$ cat src/verilog/phase_meter_pkg.sv
// Purpose: constants and types for the phase meter divider and output block
// Assumes: 100 MHz core clock, synchronous inputs, APB register access
// Notes: register offsets are byte addresses of aligned 32-bit words
package phase_meter_pkg;
    localparam int CLK_MHZ = 100;
    localparam int CLK_PERIOD_FS = 10000000;
    localparam int PHASE_STEP_FS = 12500;
    localparam int STEPS_PER_CYC = CLK_PERIOD_FS / PHASE_STEP_FS;
    localparam int SHOT_NS = 10000;
    localparam int SHOT_CYC = (SHOT_NS * CLK_MHZ + 999) / 1000;
    localparam int SAMPLE_MIN_US = 1000;
    localparam int TICK_CYC = SAMPLE_MIN_US * CLK_MHZ;
    localparam int METER_DIV_HALF = 100;
    localparam int LOOP_DIV = 9999;
    localparam int LOOP1_DIV_HI = 10;
    localparam int LOOP1_DIV_LO = 20;
    localparam int DET_WIN_CYC = 100;
    localparam int DET_THRESH = 7;
    localparam int DEC_BASE = 100;
    localparam int DEC_MAX = 6;
    localparam int TAU_MAX_IDX = 19;
    localparam logic [7:0] CTRL_OFS = 8'h00;
    localparam logic [7:0] TAU_OFS = 8'h04;
    localparam logic [7:0] STATUS_OFS = 8'h08;
    localparam logic [7:0] PHASE_OFS = 8'h0c;
    localparam logic [7:0] FREQ_OFS = 8'h10;
    localparam logic [7:0] METER_OFS = 8'h14;
    localparam int CTRL_MODE_BIT = 0;
    localparam int CTRL_DEC_LSB = 1;
    localparam int CTRL_AVG_BIT = 4;
    localparam int CTRL_RANGE_LSB = 5;
    localparam int CTRL_FACTOR_BIT = 7;
    localparam int CTRL_TCM_LSB = 8;
    localparam int CTRL_RUN_BIT = 10;
    localparam logic [10:0] CTRL_RST = 11'h000;
    localparam logic [4:0] TAU_RST = 5'h00;
    typedef enum logic [1:0] {M_IDLE = 2'b01, M_RUN = 2'b10} meter_state_e;
endpackage

$ cat src/verilog/phase_meter_divider_outputs.sv
// Purpose: divider chains, one-shots, counter routing, phase meter, meter control
// Assumes: all pin inputs synchronous to CORE_CLK, which is the 100 MHz oscillator
// Notes: APB answers with PREADY one cycle after setup, no wait states
//
// Decided for this implementation: the address map and the APB interface to the registers.
`timescale 1ns/1ps
module phase_meter_divider_outputs #(
    parameter int TICK = phase_meter_pkg::TICK_CYC
) (
    // clock and reset
    input wire logic CORE_CLK,
    input wire logic SYS_RST,
    // apb slave
    input wire logic PSEL,
    input wire logic PENABLE,
    input wire logic PWRITE,
    input wire logic [7:0] PADDR,
    input wire logic [31:0] PWDATA,
    output logic [31:0] PRDATA,
    output logic PREADY,
    output logic PSLVERR,
    // signal inputs
    input wire logic IF_SQUARE,
    input wire logic REF_100K,
    input wire logic METER_IF_500,
    input wire logic REF_INPUT,
    input wire logic LO_DIV_IN,
    // counter outputs
    output logic COUNTER_A,
    output logic COUNTER_B,
    // meter circuit
    output logic METER_REF_500,
    output logic METER_POS_PULSE,
    output logic METER_NEG_PULSE,
    output logic [13:0] LOOP_DIV_RATIO,
    output logic [3:0] FULL_SCALE_SETTING,
    output logic [16:0] METER_TC_MS,
    // multiplier control
    output logic LO_DIV_RETIMED,
    output logic [4:0] LOOP1_DIV_RATIO,
    output logic INPUT_10M
);
    import phase_meter_pkg::*;
    typedef struct packed {
        logic [3:0] sync1;
        logic [3:0] sync2;
        logic [3:0] prev;
        logic [10:0] ctrl;
        logic [4:0] tau;
        logic [31:0] prdata;
        logic pready;
        logic pslverr;
        logic [1:0][26:0] div_cnt;
        logic [3:0][9:0] shot_cnt;
        logic cnt_a;
        logic cnt_b;
        logic [6:0] mdiv_cnt;
        logic mref;
        logic mpos;
        logic mneg;
        logic [6:0] det_win;
        logic [4:0] det_edges;
        logic hi;
        logic [4:0] loop1;
        logic lo_rt;
        meter_state_e pstate;
        logic [9:0] pcnt;
        logic [19:0] phase_latest;
        logic [16:0] tick_cnt;
        logic [20:0] ms_cnt;
        logic [40:0] acc;
        logic [31:0] phase_res;
        logic [31:0] freq_res;
        logic have_prev;
        logic new_flag;
        logic [15:0] nsamp;
        logic [3:0] full_scale_setting;
        logic [16:0] tc;
    } state_s;
    state_s r_reg;
    state_s r_next;
    logic [3:0] edges;
    // decade ratio: 100 gives 1kHz, each step up to setting 6 a further ten
    function automatic logic [26:0] dec_ratio(input logic [2:0] d);
        logic [26:0] v;
        v = 27'(DEC_BASE);
        for (int k = 0; k < DEC_MAX; k++) begin
            if (k < int'(d)) begin
                v = 27'(v * 27'd10);
            end
        end
        return v;
    endfunction
    // interval in ms, 1-2-5 per decade from 1ms upward
    function automatic logic [20:0] tau_ms(input logic [4:0] idx);
        logic [20:0] v;
        logic [4:0] dec;
        dec = 5'(idx / 5'd3);
        v = (idx % 5'd3 == 5'd0) ? 21'd1 : (idx % 5'd3 == 5'd1) ? 21'd2 : 21'd5;
        for (int k = 0; k < 7; k++) begin
            if (k < int'(dec)) begin
                v = 21'(v * 21'd10);
            end
        end
        return v;
    endfunction
    function automatic logic [16:0] tc_calc(input logic [1:0] rng, input logic [1:0] m);
        logic [16:0] b;
        unique case (rng)
            2'h0: b = 17'd20;
            2'h1: b = 17'd100;
            2'h2: b = 17'd1000;
            default: b = 17'd10000;
        endcase
        return (m == 2'h1) ? 17'(b * 17'd3) : (m == 2'h2) ? 17'(b * 17'd10) : b;
    endfunction
    assign edges = r_reg.sync2 & ~r_reg.prev;
    always_comb begin
        logic [3:0] trig;
        logic tick;
        logic [20:0] tmsv;
        logic [40:0] avg41;
        logic [31:0] smp;
        trig = 4'h0;
        tick = 1'b0;
        tmsv = tau_ms(r_reg.tau);
        avg41 = 41'h0;
        smp = 32'h0;
        r_next = r_reg;
        // first stage feeds only the second; edges look at stage two
        r_next.sync1 = {REF_INPUT, METER_IF_500, REF_100K, IF_SQUARE};
        r_next.sync2 = r_reg.sync1;
        r_next.prev = r_reg.sync2;
        // apb: setup cycle prepares the answer, access cycle completes
        r_next.pready = 1'b0;
        r_next.pslverr = 1'b0;
        if (PSEL && !PENABLE) begin
            r_next.pready = 1'b1;
            r_next.prdata = 32'h0;
            unique case (PADDR)
                CTRL_OFS: r_next.prdata = {21'h0, r_reg.ctrl};
                TAU_OFS: r_next.prdata = {27'h0, r_reg.tau};
                STATUS_OFS: r_next.prdata = {r_reg.new_flag, r_reg.hi,
                    r_reg.pstate == M_RUN, 13'h0, r_reg.nsamp};
                PHASE_OFS: r_next.prdata = r_reg.phase_res;
                FREQ_OFS: r_next.prdata = r_reg.freq_res;
                METER_OFS: r_next.prdata = {11'h0, r_reg.full_scale_setting, r_reg.tc};
                default: r_next.pslverr = 1'b1;
            endcase
        end
        if (PSEL && PENABLE && r_reg.pready) begin
            if (PWRITE && PADDR == CTRL_OFS) begin
                r_next.ctrl = PWDATA[10:0];
            end
            // sampling interval comes from here and nowhere else
            if (PWRITE && PADDR == TAU_OFS) begin
                r_next.tau = (PWDATA[4:0] > 5'(TAU_MAX_IDX)) ? 5'(TAU_MAX_IDX) : PWDATA[4:0];
            end
            if (!PWRITE && PADDR == PHASE_OFS) begin
                r_next.new_flag = 1'b0;
            end
        end
        // identical chains, one shared decade setting
        for (int ch = 0; ch < 2; ch++) begin
            if (edges[ch]) begin
                if (r_reg.div_cnt[ch] >= dec_ratio(r_reg.ctrl[CTRL_DEC_LSB +: 3]) - 27'd1) begin
                    r_next.div_cnt[ch] = 27'h0;
                    trig[ch] = 1'b1;
                end else begin
                    r_next.div_cnt[ch] = r_reg.div_cnt[ch] + 27'd1;
                end
            end
        end
        // reference down to 500Hz for the meter loop
        if (edges[1]) begin
            if (r_reg.mdiv_cnt == 7'(METER_DIV_HALF - 1)) begin
                r_next.mdiv_cnt = 7'h0;
                r_next.mref = !r_reg.mref;
                trig[3] = !r_reg.mref;
            end else begin
                r_next.mdiv_cnt = r_reg.mdiv_cnt + 7'd1;
            end
        end
        trig[2] = edges[2];
        // counted one-shots; a trigger while busy is dropped
        for (int k = 0; k < 4; k++) begin
            if (r_reg.shot_cnt[k] != 10'h0) begin
                r_next.shot_cnt[k] = r_reg.shot_cnt[k] - 10'd1;
            end else if (trig[k]) begin
                r_next.shot_cnt[k] = 10'(SHOT_CYC);
            end
        end
        r_next.mpos = r_next.shot_cnt[2] != 10'h0;
        r_next.mneg = r_next.shot_cnt[3] != 10'h0;
        // mode picks the counter routing
        if (r_reg.ctrl[CTRL_MODE_BIT]) begin
            r_next.cnt_a = r_next.shot_cnt[0] != 10'h0;
            r_next.cnt_b = r_next.shot_cnt[1] != 10'h0;
        end else begin
            r_next.cnt_a = r_reg.sync2[0];
            r_next.cnt_b = 1'b0;
        end
        // count input edges in a short window to tell 10MHz from 5MHz
        if (r_reg.det_win == 7'(DET_WIN_CYC - 1)) begin
            r_next.det_win = 7'h0;
            r_next.det_edges = 5'h0;
            r_next.hi = (r_reg.det_edges + 5'(edges[3])) >= 5'(DET_THRESH);
        end else begin
            r_next.det_win = r_reg.det_win + 7'd1;
            r_next.det_edges = r_reg.det_edges + 5'(edges[3]);
        end
        r_next.loop1 = r_next.hi ? 5'(LOOP1_DIV_HI) : 5'(LOOP1_DIV_LO);
        r_next.lo_rt = LO_DIV_IN;
        // full scale and time constant from range, factor, rear switch
        r_next.full_scale_setting = (r_reg.ctrl[CTRL_FACTOR_BIT] ? 4'd9 : 4'd7)
            + {2'b00, r_reg.ctrl[CTRL_RANGE_LSB +: 2]};
        r_next.tc = tc_calc(r_reg.ctrl[CTRL_RANGE_LSB +: 2],
            r_reg.ctrl[CTRL_TCM_LSB +: 2]);
        // time from reference edge to IF edge, one clock is 800 steps
        // restart at one so the clock of the reference edge itself is counted
        if (edges[1]) begin
            r_next.pcnt = 10'h1;
        end else if (r_reg.pcnt != 10'h3ff) begin
            r_next.pcnt = r_reg.pcnt + 10'd1;
        end
        if (edges[0]) begin
            r_next.phase_latest = edges[1] ? 20'h0 : 20'(r_reg.pcnt * 20'(STEPS_PER_CYC));
        end
        unique case (r_reg.pstate)
            M_IDLE: begin
                r_next.tick_cnt = 17'h0;
                r_next.ms_cnt = 21'h0;
                r_next.acc = 41'h0;
                if (r_reg.ctrl[CTRL_RUN_BIT]) begin
                    r_next.pstate = M_RUN;
                    r_next.have_prev = 1'b0;
                end
            end
            M_RUN: begin
                // one sample opportunity per millisecond at most
                if (r_reg.tick_cnt == 17'(TICK - 1)) begin
                    r_next.tick_cnt = 17'h0;
                    tick = 1'b1;
                end else begin
                    r_next.tick_cnt = r_reg.tick_cnt + 17'd1;
                end
                if (tick) begin
                    if (r_reg.ms_cnt >= tmsv - 21'd1) begin
                        // block mean over the interval, or the single last sample
                        avg41 = (r_reg.acc + 41'(r_reg.phase_latest)) / 41'(tmsv);
                        smp = r_reg.ctrl[CTRL_AVG_BIT] ? avg41[31:0]
                            : 32'(r_reg.phase_latest);
                        r_next.phase_res = smp;
                        r_next.freq_res = r_reg.have_prev ? smp - r_reg.phase_res : 32'h0;
                        r_next.have_prev = 1'b1;
                        r_next.new_flag = 1'b1;
                        r_next.nsamp = r_reg.nsamp + 16'd1;
                        r_next.ms_cnt = 21'h0;
                        r_next.acc = 41'h0;
                    end else begin
                        r_next.ms_cnt = r_reg.ms_cnt + 21'd1;
                        if (r_reg.ctrl[CTRL_AVG_BIT]) begin
                            r_next.acc = r_reg.acc + 41'(r_reg.phase_latest);
                        end
                    end
                end
                if (!r_reg.ctrl[CTRL_RUN_BIT]) begin
                    r_next.pstate = M_IDLE;
                end
            end
        endcase
    end
    always_ff @(posedge CORE_CLK) begin
        if (SYS_RST) begin
            r_reg <= '0;
            r_reg.ctrl <= CTRL_RST;
            r_reg.tau <= TAU_RST;
            r_reg.pstate <= M_IDLE;
            r_reg.loop1 <= 5'(LOOP1_DIV_LO);
            r_reg.full_scale_setting <= 4'd7;
            r_reg.tc <= 17'd20;
        end else begin
            r_reg <= r_next;
        end
    end
    assign PRDATA = r_reg.prdata;
    assign PREADY = r_reg.pready;
    assign PSLVERR = r_reg.pslverr;
    assign COUNTER_A = r_reg.cnt_a;
    assign COUNTER_B = r_reg.cnt_b;
    assign METER_REF_500 = r_reg.mref;
    assign METER_POS_PULSE = r_reg.mpos;
    assign METER_NEG_PULSE = r_reg.mneg;
    assign LOOP_DIV_RATIO = 14'(LOOP_DIV);
    assign FULL_SCALE_SETTING = r_reg.full_scale_setting;
    assign METER_TC_MS = r_reg.tc;
    assign LO_DIV_RETIMED = r_reg.lo_rt;
    assign LOOP1_DIV_RATIO = r_reg.loop1;
    assign INPUT_10M = r_reg.hi;
    // helper: length of the meter positive pulse
    logic [10:0] pos_len;
    always_ff @(posedge CORE_CLK) begin
        if (SYS_RST) begin
            pos_len <= 11'h0;
        end else begin
            pos_len <= METER_POS_PULSE ? pos_len + 11'd1 : 11'h0;
        end
    end
endmodule

$ cat config.mk
export PLATFORM = sky130hd
export DESIGN_NAME = phase_meter_divider_outputs
export DESIGN_NICKNAME = d
export VERILOG_FILES = /design/src/verilog/phase_meter_pkg.sv /design/src/verilog/phase_meter_divider_outputs.sv
export SDC_FILE = /design/constraint.sdc
export NUM_CORES = 2
export LEC_CHECK = 0
export ABC_AREA = 1
export BUFFER_PORTS_ARGS = -buffer_cell sky130_fd_sc_hd__buf_2
export CAP_MARGIN = 30
export CELL_PAD_IN_SITES_DETAIL_PLACEMENT = 1
export CELL_PAD_IN_SITES_GLOBAL_PLACEMENT = 1
export CORE_ASPECT_RATIO = 1.75
export CORE_MARGIN = 1.5
export CORE_UTILIZATION = 45
export DETAILED_ROUTE_END_ITERATION = 6
export HOLD_SLACK_MARGIN = 0.06
export PLACE_DENSITY_LB_ADDON = 0.12
export SYNTH_ARGS = -nofsm -noshare
export SYNTH_HDL_FRONTEND = slang
export SYNTH_SLANG_ARGS = --single-unit
$ cat constraint.sdc
create_clock -name CORE_CLK -period 206.9 [get_ports CORE_CLK]
set_input_delay 31.035 -clock CORE_CLK [delete_from_list [all_inputs] [get_ports CORE_CLK]]
set_output_delay 31.035 -clock CORE_CLK [all_outputs]
set_load 0.02 [all_outputs]
## Word-level counts from Yosys, hierarchy flattened

Cells that the tools add are included.

| operators by class | value |
|---|---|
| add/sub/neg operators | 19 |
| multipliers | 20 |
| div/mod/pow operators | 3 |
| magnitude comparators | 18 |
| equal/unequal tests | 21 |
| shifts and indexed selects | 0 |
| mux-type cells | 81 |
| bitwise operators | 4 |
| reduce and logical (&&, ||, !) cells | 33 |

Operators by type and width:

| operator | count |
|---|---|
| $mux W27 | 24 |
| $mul A27 B3 Y26 const B | 10 |
| $pmux W32 S6 | 1 |
| $pmux W79 S2 | 1 |
| $mux W144 | 1 |
| $mul A21 B3 Y20 const B | 6 |
| $mux W21 | 6 |
| $mux W10 | 9 |
| $mux W82 | 1 |
| $reduce_bool A10 Y1 | 8 |
| $mux W17 | 4 |
| $mux W32 | 2 |
| $mux W62 | 1 |
| $add A27 B1 Y27 const B | 2 |
| $ge A27 B27 Y1 | 2 |
| $sub A27 B1 Y27 const B | 2 |
| $pmux W14 S3 | 1 |
| $add A41 B20 Y41 | 1 |
| $div A41 B21 Y41 | 1 |
| $mux W41 | 1 |
| $sub A10 B1 Y10 const B | 4 |
| $sub A32 B32 Y32 | 1 |
| $add A21 B1 Y21 const B | 1 |
| $ge A21 B21 Y1 | 1 |
| other kinds (55) | 108 |

| storage, ports and cells | value |
|---|---|
| flip-flop bits (word level) | 401 |
| latch bits | 0 |
| memory bits (writable) | 0 |
| bits in read-only memories | 0 |
| bits of input ports | 50 |
| output and inout port bits | 81 |
| logic and storage cells | 238 |
| memories kept | 0 |

## Longest topological paths before layout

| logic depth | value |
|---|---|
| depth in word-level cells | 26 |
| mapped depth | 1072 |
| gate-level depth less buffers | 999 |

## Worst setup path before layout

OpenSTA, ideal clock, no wires.

| timing path | value |
|---|---|
| path type | flip-flop to flip-flop |
| from | reg r_reg[376] in the netlist's numbering |
| to | reg r_reg[70] in the netlist's numbering |
| library setup time | 0.132 ns |
| arrival | 135.840 ns |
| data required time | 206.768 ns |
| path slack | 70.928 ns |
| cell stages (with the launch flop) | 1032 |
| path buffers | 82 |
| clock period less this slack | 135.972 ns |
| cell sequence | dfxtp_1 -> clkbuf_1 -> ha_1 -> inv_1 -> nand2_2 -> nand2_1 -> nand2_2 -> nor2_4 -> inv_2 -> nand2_4 -> nand3_4 -> nand2_1 -> nand2_2 -> ha_1 -> inv_1 -> nor2_1 -> nor2_2 -> nand2_1 -> [996 not listed] -> inv_1 -> a21oi_1 -> or2_2 -> nand2_1 -> a21oi_1 -> inv_1 -> a21oi_1 -> o21bai_1 -> nand3_1 -> nand2_1 -> nand3_1 -> nand2_1 -> and2_1 -> o21ai_0 -> nand2_1 -> xor2_1 -> nand2_1 -> a21oi_1 |

| between the ends | value |
|---|---|
| word-level cells in the longest chain between the ends | 22 |
| elaborated cells between the ends (all ways) | 34 |

RTL lines:

| item | RTL line | text |
|---|---|---|
| from (decl) | phase_meter_divider_outputs.sv:80 | `state_s r_reg;` |
| from (signal assigned) | phase_meter_divider_outputs.sv:283 | `r_reg <= r_next;` |
| $mod A5 B2 Y5 | phase_meter_divider_outputs.sv:99 | `v = (idx % 5'd3 == 5'd0) ? 21'd1 : (idx % 5'd3 == 5'd1) ? 21'd2 : 21'd5;` |
| $eq A5 B1 Y1 | phase_meter_divider_outputs.sv:99 |  |
| $mux W3 (2 in series) | phase_meter_divider_outputs.sv:99 |  |
| $mul A3 B3 Y6 | phase_meter_divider_outputs.sv:102 | `v = 21'(v * 21'd10);` |
| $mux W7 | phase_meter_divider_outputs.sv:101 | `if (k < int'(dec)) begin` |
| $mul A21 B3 Y20 | phase_meter_divider_outputs.sv:102 |  |
| $mux W21 | phase_meter_divider_outputs.sv:101 |  |
| $mul A21 B3 Y20 | phase_meter_divider_outputs.sv:102 |  |
| [5 not listed] | -- |  |
| $mul A21 B3 Y20 | phase_meter_divider_outputs.sv:102 |  |
| $mux W21 | phase_meter_divider_outputs.sv:101 |  |
| $mul A21 B3 Y20 | phase_meter_divider_outputs.sv:102 |  |
| $mux W21 (*) | phase_meter_divider_outputs.sv:101 |  |
| $div A41 B21 Y41 | phase_meter_divider_outputs.sv:250 | `avg41 = (r_reg.acc + 41'(r_reg.phase_latest)) / 41'(tmsv);` |
| $mux W32 | phase_meter_divider_outputs.sv:251 | `smp = r_reg.ctrl[CTRL_AVG_BIT] ? avg41[31:0]` |
| $sub A32 B32 Y32 | phase_meter_divider_outputs.sv:254 | `r_next.freq_res = r_reg.have_prev ? smp - r_reg.phase_res : 32'h0;` |
| $mux W32 | phase_meter_divider_outputs.sv:254 |  |

Every way passes the cells marked *; elsewhere a longest branch is shown, timed or not.
A chain may end at the register's enable or synchronous reset.

==> metrics <==
status completed; vias per cell 5.612; Final min period 163200 ps; Slew Viols, Final 0; DR top layer met5; gr usage total 29.91%; io pins 131; clk slew on worst S/H paths roughly 60 ps; routability cong. 0.9207; DR vias 74929; RSZ-0062 raised after global routing no; CTS tree built; FP Rows 193; Metal-1 WL a little under 90 mm; H-tree depth 2; total die area 161300 µm²; setup bufs post-CTS 0; port bufs between 90 and 100; cell taking the most area after synthesis ha_1; first-pass GRT wire length 398.6 mm; antenna-violating nets left 0; Layout area overhead 4.595%; Gate Count Post-Synth 11345; Setup Slack @ Placement 43380 ps; post_cts resized 0; final setup fails 0; worst-skew pair later-pin latency ~650 ps; WP data arrival 163700 ps; number of global-route vias before repair 80552; drt pass-1 iters 5; slowest CP cell inv_1; Initial Util a little under half; clock sinks 384; Met2 Wirelength 138.2 mm; max_slew headroom between 20% and 30%; Synth top area share 18.55%; Syn Area/Cell ~6.3 µm²; TNS Setup 0 ps; Die X between 300 and 400 µm; Fmax 6.127 MHz; Hold Violations, Final 0; DRT iter0 DRCs 2411; Synth area leaders ha_1 (19%), nand2_1 (13%), dfxtp_1 (11%); layout cells sized above 1 under 10%; Mapped Area 71450 µm²; core area 157900 µm²; worst reg2reg setup slack 43700 ps; fraction of the yosys area taken by sequential cells a little over a tenth; Max clock buf depth 3; DRC Markers 0; Final Cycle Share roughly four fifths; Crit path largest cell delay 700 ps; initial antenna violation count 5; Final Skew 41.75 ps; largest net degree at the start of global routing 78; element type at the critical path end flip-flop; final net count 12390; clk root buf clkbuf_16; total of max-cap violations 0; Detail Route met3 WL 4.542 mm; CP Class reg -> reg; Synth Register Bits 384; routed len/inst 18.45 µm; Die Y 530.1 µm; synth warn 0; crit-path max FO 65; Synth cell types 97; fraction of registers with async set/reset 0%; gr ovfl total 0; Post-DP HPWL 204.7 mm; Most used DFF post-synth dfxtp_1; routed wire length 246.3 mm; commonest non-fill, non-tap cell in the layout nand2_1; max reg flops 316; Startpoint Class flip-flop; worst min path class reg -> reg; Post-synth EDFFs 0; # hold bufs at CTS 0; slew of the pin with the lowest slew margin 1118 ps; worst setup margin 43700 ps; clock buffer count from CTS 48; most frequent CP cell nand2_1; most frequent cells in the layout nand2_1 (2460), inv_1 (1549), ha_1 (1059); WP data required 207400 ps
synthesized netlist by cell type, drive strengths merged (6+ instances only):
library cell  instances
nand2              2677
inv                1601
nor2               1085
ha                 1059
a21oi              1001
o21ai               815
nand3               611
xor2                428
dfxtp               384
xnor2               257
nand4               210
clkbuf              166
nor3                146
buf                 143
or2                 130
o21bai               66
a21o                 63
a31oi                46
nand3b               43
nor4                 42
o31ai                41
a211oi               40
clkinv               34
o211ai               32
nor3b                27
o22ai                27
o21a                 22
fa                   18
o221ai               13
a21boi               12
a22o                 11
a221oi                9
and2                  9
o2111ai               9
o32ai                 9
a22oi                 7
a2111oi               6
o311ai                6
through the flow:
| stage | cell area, µm² | util (%) | hold WS, ps | cells |
|---|---|---|---|---|
| floorplan | 71520 | - | 388.3 | 11366 |
| global placement | 72890 | 46.15 | 403.2 | 13256 |
| detailed placement | 72950 | 46.19 | 403.2 | 13260 |
| CTS | 74730 | 47.32 | 403.6 | 13350 |
| global route | 74730 | 47.32 | 438.7 | 13350 |
| finish | 74730 | 47.32 | 404.3 | 13351 |
cells by family (layout without fill, tap and decap cells):
group | Yosys count | count (layout) | share of synthesized area, %
AO/OA/AOI/OAI | 2259 | 2259 | 17.71
buffers and inverters | 1948 | 1885 | 11.76
flip-flops | 384 | 384 | 10.76
XOR/XNOR | 685 | 685 | 8.397
adder cells (fa/ha/maj) | 1077 | 1077 | 19.05
AND/OR/NAND/NOR | 4989 | 4989 | 32.30
other | 2 | 24 | 0.01051
multiplexers | 1 | 1 | 0.01401
per-layer routing:
layer,vias up,GRT usage [%]
met5,-,0
met4,2,18.77
met3,648,1.997
met2,987,62.83
met1,36052,27.14
li1,37240,-
worst max-delay path: cells and delay by family, from the launching register on:
kind,cells,cell delay (ps)
AOI/OAI and AO/OA,331,65480
and+or+nand+nor,330,41710
DFF,1,470
buffers and inverters,169,21800
adders and majority gates,51,16660
xor gates and xnor gates,2,360
final cells by class:
type | count | area (µm²)
Antenna cell | 1 | 2.502
Clock buffer | 60 | 1336
Clock inverter | 30 | 436.7
Fill cell | 21827 | 83200
Inverter | 1636 | 6181
Multi-Input combinational cell | 9034 | 55520
Sequential cell | 384 | 7687
Tap cell | 2047 | 2561
Timing Repair Buffer | 159 | 1008
final timing paths:
| check | startpoint | endpoint | cells past startpoint |
|---|---|---|---|
| worst min register to register | r_next[396]$_SDFF_PP0_ | r_next[392]$_SDFF_PP0_ | 2 |
| worst max register to register | r_reg[375]$_SDFFE_PP0P_ | r_reg[67]$_SDFFE_PP0P_ | 970 |
| worst min-delay path | r_next[396]$_SDFF_PP0_ | r_next[392]$_SDFF_PP0_ | 2 |
| worst max-delay path | r_reg[375]$_SDFFE_PP0P_ | r_reg[67]$_SDFFE_PP0P_ | 883 |
Power is not shown: default switching activity piles up to over one toggle a cycle in this logic, so the estimate is an artifact.
